--- src/fcg_pkg.sv ---
// Package: register map, field layout and reset values of the fan control gate
package fcg_pkg;
    // -----------------------------------------------------------------
    // Register map
    // -----------------------------------------------------------------
    localparam logic [7:0] FCG_GATE_ADDR   = 8'h40;   // Gate register offset
    localparam logic [7:0] FCG_PARAM_FIRST = 8'h5C;   // First limit/parameter register
    localparam logic [7:0] FCG_PARAM_LAST  = 8'h6E;   // Last limit/parameter register
    localparam logic [7:0] FCG_DUTY_FIRST  = 8'h30;   // Current duty, channel 1
    localparam int         FCG_PARAM_CNT   = 19;      // Registers in the protected range
    localparam int         FCG_PARAM_AW    = 5;       // Index width for that range
    localparam int         FCG_PWM_CNT     = 3;       // PWM channels

    // -----------------------------------------------------------------
    // Gate register fields and reset
    // -----------------------------------------------------------------
    localparam int         FCG_START_BIT   = 0;
    localparam int         FCG_LOCK_BIT    = 1;
    localparam int         FCG_READY_BIT   = 2;
    localparam int         FCG_OVR_BIT     = 3;
    localparam logic [7:0] FCG_GATE_RESET  = 8'h00;
    localparam logic [3:0] FCG_RSVD_VALUE  = 4'h0;    // Bits 7..4 read back as this

    // -----------------------------------------------------------------
    // Duty values and built-in defaults
    // -----------------------------------------------------------------
    localparam logic [7:0] FCG_DUTY_FULL   = 8'hFF;   // 100 % duty
    localparam logic [7:0] FCG_DUTY_OFF    = 8'h00;   // Disabled channel
    // Defaults used while start is clear, one byte per index, index 0 lowest
    localparam logic [FCG_PARAM_CNT*8-1:0] FCG_PARAM_DEFAULTS = '0;
endpackage : fcg_pkg
--- src/fcg_gate_reg.sv ---
// Fan control gate register: start, lock, ready and full-speed override
//
// How it works
// - Start set: fan logic uses the programmed limit and parameter registers.
// - Start clear: fan logic sees built-in defaults, stored values ignored.
// - Changing start never alters stored limit and parameter contents.
// - Start stays writable and effective whether or not lock is set.
// - With lock set, limit and parameter registers ignore writes until power-off.
// - Lock bit cannot be cleared once set; only reset clears it.
// - Ready bit sets itself once power-up reset done and converters work.
// - Override set drives every PWM output at full duty, lock irrelevant.
// - Override beats a channel's disabled mode; disabled channel still full duty.
// - Before start, duty reads full; after start, duty follows the algorithm.
`timescale 1ns/1ns
`default_nettype none
module fcg_gate_reg
    import fcg_pkg::*;
#(
    parameter int PWM_CNT = FCG_PWM_CNT                // PWM channels
) (
    input  wire logic                    CLK,          // 10 MHz system clock
    input  wire logic                    NRST,         // Power-on reset, active low
    input  wire logic                    CE,           // Clock enable, freezes all state
    input  wire logic [7:0]              REG_ADDR,     // Register offset from bus engine
    input  wire logic                    REG_WR,       // Write strobe, one cycle
    input  wire logic                    REG_RD,       // Read strobe, one cycle
    input  wire logic [7:0]              REG_WDATA,    // Write data
    output logic      [7:0]              REG_RDATA,    // Read data, next cycle
    input  wire logic                    POR_DONE,     // Analog power-up reset finished
    input  wire logic                    ADC_OK,       // Converters running correctly
    input  wire logic [FCG_PARAM_AW-1:0] PARAM_IDX,    // Fan logic parameter index
    output logic      [7:0]              PARAM_DATA,   // Parameter value in effect
    input  wire logic [PWM_CNT*8-1:0]    AUTO_DUTY,    // Duties from the fan algorithm
    input  wire logic [PWM_CNT-1:0]      PWM_DISABLED, // Channel in disabled mode
    output logic      [PWM_CNT*8-1:0]    PWM_DUTY,     // Duty applied to each PWM
    output logic                         CTRL_START,   // Programmed values in use
    output logic                         CTRL_LOCKED   // Protected registers locked
);
    // -----------------------------------------------------------------
    // Helpers
    // -----------------------------------------------------------------
    function automatic logic in_param(input logic [7:0] a);
        return (a >= FCG_PARAM_FIRST) && (a <= FCG_PARAM_LAST);
    endfunction

    function automatic logic [FCG_PARAM_AW-1:0] param_idx(input logic [7:0] a);
        logic [7:0] d;
        d = a - FCG_PARAM_FIRST;
        return d[FCG_PARAM_AW-1:0];
    endfunction

    function automatic logic [7:0] default_of(input logic [FCG_PARAM_AW-1:0] i);
        return (int'(i) < FCG_PARAM_CNT) ? FCG_PARAM_DEFAULTS[int'(i)*8 +: 8] : FCG_DUTY_OFF;
    endfunction

    // -----------------------------------------------------------------
    // State
    // -----------------------------------------------------------------
    logic                 start_reg,   start_next;
    logic                 lock_reg,    lock_next;
    logic                 ovr_reg,     ovr_next;
    logic                 ready_reg;
    logic [1:0]           por_sync_reg;
    logic [1:0]           adc_sync_reg;
    logic [7:0]           rd_local_reg, rd_local_next;
    logic                 rd_mem_reg;
    logic                 sel_start_reg;
    logic [7:0]           def_reg;
    logic [PWM_CNT*8-1:0] duty_reg,    duty_next;
    logic [7:0]           mem_a_data;
    logic [7:0]           mem_b_data;

    // -----------------------------------------------------------------
    // Address decode
    // -----------------------------------------------------------------
    wire gate_hit  = (REG_ADDR == FCG_GATE_ADDR);
    wire param_hit = in_param(REG_ADDR);
    wire duty_hit  = (REG_ADDR >= FCG_DUTY_FIRST) &&
                     (REG_ADDR < FCG_DUTY_FIRST + 8'(PWM_CNT));
    wire gate_wr   = CE && REG_WR && gate_hit;
    // Locked range refuses the write outright; stored contents stay put
    wire mem_we    = REG_WR && param_hit && !lock_reg;
    wire [7:0] gate_view = {FCG_RSVD_VALUE, ovr_reg, ready_reg, lock_reg, start_reg};
    wire [7:0] duty_off  = REG_ADDR - FCG_DUTY_FIRST;

    // -----------------------------------------------------------------
    // Gate bit updates
    // -----------------------------------------------------------------
    // Start and override follow every write, lock has no say over them
    assign start_next = gate_wr ? REG_WDATA[FCG_START_BIT] : start_reg;
    assign ovr_next   = gate_wr ? REG_WDATA[FCG_OVR_BIT]   : ovr_reg;
    // Lock only ever sets; a written zero is simply not seen
    assign lock_next  = lock_reg | (gate_wr & REG_WDATA[FCG_LOCK_BIT]);

    always_ff @(posedge CLK or negedge NRST) begin
        if (!NRST) begin
            start_reg <= FCG_GATE_RESET[FCG_START_BIT];
            lock_reg  <= FCG_GATE_RESET[FCG_LOCK_BIT];
            ovr_reg   <= FCG_GATE_RESET[FCG_OVR_BIT];
        end else if (CE) begin
            start_reg <= start_next;
            lock_reg  <= lock_next;
            ovr_reg   <= ovr_next;
        end
    end

    // -----------------------------------------------------------------
    // Ready: analog status crosses in through two flops each
    // -----------------------------------------------------------------
    always_ff @(posedge CLK or negedge NRST) begin
        if (!NRST) begin
            por_sync_reg <= 2'b00;
            adc_sync_reg <= 2'b00;
            ready_reg    <= FCG_GATE_RESET[FCG_READY_BIT];
        end else if (CE) begin
            por_sync_reg <= {por_sync_reg[0], POR_DONE};
            adc_sync_reg <= {adc_sync_reg[0], ADC_OK};
            ready_reg    <= por_sync_reg[1] & adc_sync_reg[1];
        end
    end

    // -----------------------------------------------------------------
    // Protected storage; start has no path into it
    // -----------------------------------------------------------------
    fcg_param_mem #(
        .W       (8),
        .DEPTH   (FCG_PARAM_CNT),
        .AW      (FCG_PARAM_AW)
    ) u_mem (
        .clk       (CLK),
        .ce        (CE),
        .we        (mem_we),
        .wr_idx    (param_idx(REG_ADDR)),
        .wr_data   (REG_WDATA),
        .rd_a_idx  (param_idx(REG_ADDR)),
        .rd_a_data (mem_a_data),
        .rd_b_idx  (PARAM_IDX),
        .rd_b_data (mem_b_data)
    );

    // Fan logic sees defaults until start is set, in step with the memory read
    always_ff @(posedge CLK or negedge NRST) begin
        if (!NRST) begin
            sel_start_reg <= 1'b0;
            def_reg       <= FCG_DUTY_OFF;
        end else if (CE) begin
            sel_start_reg <= start_reg;
            def_reg       <= default_of(PARAM_IDX);
        end
    end
    assign PARAM_DATA = sel_start_reg ? mem_b_data : def_reg;

    // -----------------------------------------------------------------
    // PWM duty: override, then pre-start full, then disabled, then auto
    // -----------------------------------------------------------------
    always_comb begin
        for (int c = 0; c < PWM_CNT; c++) begin
            if (ovr_reg) begin
                duty_next[c*8 +: 8] = FCG_DUTY_FULL;
            end else if (!start_reg) begin
                duty_next[c*8 +: 8] = FCG_DUTY_FULL;
            end else if (PWM_DISABLED[c]) begin
                duty_next[c*8 +: 8] = FCG_DUTY_OFF;
            end else begin
                duty_next[c*8 +: 8] = AUTO_DUTY[c*8 +: 8];
            end
        end
    end

    always_ff @(posedge CLK or negedge NRST) begin
        if (!NRST) begin
            duty_reg <= {PWM_CNT{FCG_DUTY_FULL}};
        end else if (CE) begin
            duty_reg <= duty_next;
        end
    end
    assign PWM_DUTY = duty_reg;

    // -----------------------------------------------------------------
    // Host read path, one cycle after the strobe
    // -----------------------------------------------------------------
    // Unmapped offsets read zero rather than stale data
    assign rd_local_next = gate_hit ? gate_view :
                           duty_hit ? duty_reg[int'(duty_off[1:0])*8 +: 8] : 8'h00;

    always_ff @(posedge CLK or negedge NRST) begin
        if (!NRST) begin
            rd_local_reg <= 8'h00;
            rd_mem_reg   <= 1'b0;
        end else if (CE && REG_RD) begin
            rd_local_reg <= rd_local_next;
            rd_mem_reg   <= param_hit;
        end
    end
    assign REG_RDATA   = rd_mem_reg ? mem_a_data : rd_local_reg;
    assign CTRL_START  = start_reg;
    assign CTRL_LOCKED = lock_reg;
endmodule // fcg_gate_reg
`default_nettype wire

--- src/fcg_param_mem.sv ---
// Limit and parameter storage with one write port and two registered read ports
`timescale 1ns/1ns
`default_nettype none
module fcg_param_mem #(
    parameter int W     = 8,                          // Word width
    parameter int DEPTH = 19,                         // Words
    parameter int AW    = 5                           // Index width
) (
    input  wire logic          clk,                   // System clock
    input  wire logic          ce,                    // Clock enable
    input  wire logic          we,                    // Write strobe
    input  wire logic [AW-1:0] wr_idx,                // Write index
    input  wire logic [W-1:0]  wr_data,               // Write data
    input  wire logic [AW-1:0] rd_a_idx,              // Host read index
    output logic      [W-1:0]  rd_a_data,             // Host read data, registered
    input  wire logic [AW-1:0] rd_b_idx,              // Fan logic read index
    output logic      [W-1:0]  rd_b_data              // Fan logic read data, registered
);
    logic [W-1:0] mem [DEPTH];

    // -----------------------------------------------------------------
    // Storage; no reset, contents only change on an accepted write
    // -----------------------------------------------------------------
    always_ff @(posedge clk) begin
        if (ce && we) begin
            mem[wr_idx] <= wr_data;
        end
    end

    // Both read ports registered; out-of-range indices read zero
    always_ff @(posedge clk) begin
        if (ce) begin
            rd_a_data <= (int'(rd_a_idx) < DEPTH) ? mem[rd_a_idx] : '0;
            rd_b_data <= (int'(rd_b_idx) < DEPTH) ? mem[rd_b_idx] : '0;
        end
    end
endmodule // fcg_param_mem
`default_nettype wire

--- config.mk ---
export PLATFORM = sky130hd
export DESIGN_NAME = fcg_gate_reg
export DESIGN_NICKNAME = d
export VERILOG_FILES = /design/src/fcg_pkg.sv /design/src/fcg_gate_reg.sv /design/src/fcg_param_mem.sv
export SDC_FILE = /design/constraint.sdc
export NUM_CORES = 1
export LEC_CHECK = 0
export ABC_CLOCK_PERIOD_IN_PS = 2300
export BUFFER_PORTS_ARGS = -buffer_cell sky130_fd_sc_hd__buf_4
export CORE_MARGIN = 2
export CORE_UTILIZATION = 55
export CTS_BUF_LIST = sky130_fd_sc_hd__clkbuf_16
export DETAILED_ROUTE_END_ITERATION = 6
export PLACE_DENSITY = 0.77
export SLEW_MARGIN = 10
export SYNTH_ARGS = -nofsm -noshare
export SYNTH_HDL_FRONTEND = slang
export SYNTH_SLANG_ARGS = --single-unit
--- constraint.sdc ---
create_clock -name CLK -period 2.3 [get_ports CLK]
set_input_delay 0.46 -clock CLK [delete_from_list [all_inputs] [get_ports CLK]]
set_output_delay 0.46 -clock CLK [all_outputs]
set_load 0.02 [all_outputs]
==> results.yml <==
floorplanning:
  io_pins: 97
  die-area_mm2: 0.0190
  die_w_um: 138
  initial_utilization_pct: 56.6
  die_h_um: 138
  row_count: 48
  coreArea_mm2: 0.0174
run_status:
  outcome: "finished, final reports clean"
logic_synthesis:
  synth_ff_type: "edfxtp_1"
  netlist_area_mm2: 0.00985
  synth-seq-area-share_pct: 62.2
  ys_ff_latch: 210
  syn_nets: 673
  synth_edf_count: 168
  yosysTopAreaCell: "edfxtp_1"
  synth_cell_types: 49
  synth_top_area_share_pct: 51.2
  synthTopCellsByArea: "edfxtp_1 (51%), mux4_2 (14%), dfstp_2 (6.4%), dfrtp_1 (4.6%), mux2i_1 (3.5%)"
  synth-warning-count: 0
  synth_cells: 615
  async_reset_ff_share_pct: 20.0
  avgSynthCellArea_um2: 16.0
cells_and_area:
  largest-register: "u_mem.mem"
  nets: 811
  areaGrowthSynthToFinish_pct: 25.6
  drive_gt1_share_pct: 43.8
  nFillCells: 1122
  largest_register_ffs: 152
  final_util_pct: 71.0
route:
  finalWirelength_um: 26000
  firstDrtPassIters: 5
  drc: 0
  antenna_left: 0
  num_vias: 6459
  drtIter0Drc: 692
  viasPerCell: 6.49
  post_drt_wl_per_cell_um: 26.2
global_route:
  grt_usage_pct: 28.0
  grt_pass1_wl_um: 38400
  gr-total-overflow: 0
  grt_max_degree: 49
  grt_pass1_vias: 6341
  grt_antenna_before_repair: 1
flow_run:
  maxCapViolations: 0
clocking:
  root_buffer: "clkbuf_16"
  post_cts_buffers: 0
  cts.sinks: 210
  ctsHoldBuffers: 1
  cts_resized: 0
  cts_max_level: 1
  clk_pin_slew_ns: 0.06
  cts-buffers-inserted: 22
  cts_tree: "yes"
  ctsLongestPathBuffers: 3
  clk_latency_ns: 0.51
timing:
  drv_slew: 0
  hold_viol: 0
  fin_setup_tns_ns: 0
  period_minus_slack_ns: 2.10
  slew_headroom_pct: 27.4
  tightest_slew_ns: 1.08
  fin_ws_ns: 0.196
  fmax_ghz: 0.475
  fin_crit_sh_pct: 91.5
  rsz0062_at_grt: "no"
  holdWs_ns: 0.190
  setup_violations: 0
  finalClockSkew_ns: 0.0123
setup_path:
  critPathMaxFanout: 9
  endpoint: "REG_RDATA[5]"
  startpoint_type: "flip-flop"
  rr_endpoint: "u_mem.mem[12][7]"
  r2r_cells: 5
  crit_family: "flip-flops"
  crit_arrival_ns: 1.64
  cpMaxStageDelayCell: "dfrtp_1"
  rrSetupSlack_ns: 0.49
  crit_path_max_incr_delay_ns: 0.58
  cp_num_cells: 2
  cp-startpoint: "rd_mem_reg"
  r2r-start: "CTRL_LOCKED"
  crit_buf_inv: 1
  path_class: "reg -> out"
  path_cells: "mux2_2 > buf_4"
  critPathRequiredTime_ns: 1.84
  crit_path_end_kind: "primary output"
power:
  cellLeakagePower_nw: 4.62
  p_per_area_mw_per_mm2: 697
  clkPwrFrac_pct: 41.5
  p_comb_share_pct: 9.6
  power_frac_seq_pct: 48.9
  peakVddDrop_uv: 909
  swShare_pct: 22.5
  power.internal_mw: 6.68
  p_sw_mw: 1.94
place:
  hpwl_um: 18200
  pre_cts_ws_ns: -0.0275
  gp_congestion: 0.983
  numPortBuffers: 96
hold_path:
  hp-class: "in -> reg"
==> routing by layer <==
| metal | track usage [%] | routed length [µm] |
|---|---|---|
| met1 | 38.7 | 10200 |
| met2 | 44.6 | 12400 |
| met3 | 6.44 | 2790 |
| met4 | 8.79 | 723 |
| met5 | 0 | 0 |
==> per-stage QoR <==
| stage | cell area (µm²) | total power, mW | std cells |
|---|---|---|---|
| final | 12400 | 8.62 | 995 |
| after global routing | 12400 | 8.83 | 994 |
| after CTS | 12400 | 8.64 | 994 |
| after detailed placement | 11600 | 5.10 | 953 |
| after global placement | 11600 | 5.08 | 953 |
| after floorplan | 10200 | 4.75 | 615 |
==> cells in the final DEF, fill, tap and decap left out, types with 2 or more instances in the layout <==
cell / n
nor3_1: 2
nor2b_1: 29
o311ai_0: 2
nand3_1: 11
mux2_4: 2
and2_1: 8
edfxtp_1: 168
nand2_2: 4
or2_2: 4
dfrtp_1: 18
o2bb2ai_1: 7
clkinv_2: 4
inv_1: 7
clkinv_1: 8
ha_1: 2
o21ai_0: 23
nor2_4: 2
nor4_4: 4
mux2_2: 29
buf_4: 137
o22a_1: 24
clkbuf_16: 23
mux4_2: 61
nand2_1: 37
mux2i_1: 34
a22o_1: 4
dfstp_2: 24
a2111oi_0: 2
bufinv_16: 3
buf_12: 18
a21boi_0: 4
nor2_1: 4
nand3b_1: 4
a221o_1: 4
a22oi_1: 14
nand2b_1: 2
nor3_4: 15
==> worst min path at each step <==
stage             start              end  slack [ns]  depth (start not counted)
2_1_floorplan      NRST      CTRL_LOCKED        0.16                          0
3_3_place_gp       NRST  rd_local_reg[0]        0.45                          1
3_5_place_dp       NRST  rd_local_reg[3]        0.46                          1
4_1_cts          ADC_OK  adc_sync_reg[0]        0.18                          2
5_1_grt        POR_DONE  por_sync_reg[0]        0.19                          2
6_report         ADC_OK  adc_sync_reg[0]        0.19                          2
==> power by group through the flow <==
stage	clock, mW	sequential [mW]	combinational (mW)
6_report	3.58	4.22	0.827
5_1_grt	3.74	4.22	0.874
4_1_cts	3.61	4.22	0.818
3_5_place_dp	0	4.29	0.808
3_3_place_gp	0	4.29	0.793
2_1_floorplan	0	4.29	0.464
==> Yosys cell counts, types with 2 or more instances <==
cell type and n:
edfxtp_1 168, mux4_2 61, nand2_1 41, mux2i_1 34
mux2_2 29, nor2b_1 29, clkbuf_1 26, dfstp_2 24
o22a_1 24, o21ai_0 23, dfrtp_1 18, nor3_1 18
a22oi_1 14, buf_2 11, nand3_1 11, and2_1 8
o2bb2ai_1 7, inv_1 6, nor2_1 5, nor4_1 5
a21boi_0 4, a221o_1 4, a22o_1 4, nand3b_1 4
or2_2 4, buf_1 3, ha_1 3, a2111oi_0 2
buf_4 2, mux2_1 2, nand2b_1 2, o311ai_0 2
==> layout make-up <==
cell class                      instances  area [µm²]  area share, %
Multi-Input combinational cell        357        3810           30.8
Tap cell                              225         282           2.28
Inverter                                6        22.5          0.182
Timing Repair Buffer                  156        1400           11.3
Clock buffer                           23         576           4.65
Sequential cell                       210        6130           49.5
Clock inverter                         17         151           1.22
Antenna cell                            1        2.50         0.0202
==> cells by family after synthesis <==
group,after synthesis,synth area share [%]
AOI/OAI and AO/OA,90,6.88
xor gates and xnor gates,2,0.178
adders and majority gates,3,0.381
buffers and inverters,48,2.04
DFF,210,62.2
muxes,126,20.9
and+or+nand+nor,136,7.40
No activity file was read; power rests on OpenSTA's default activity.
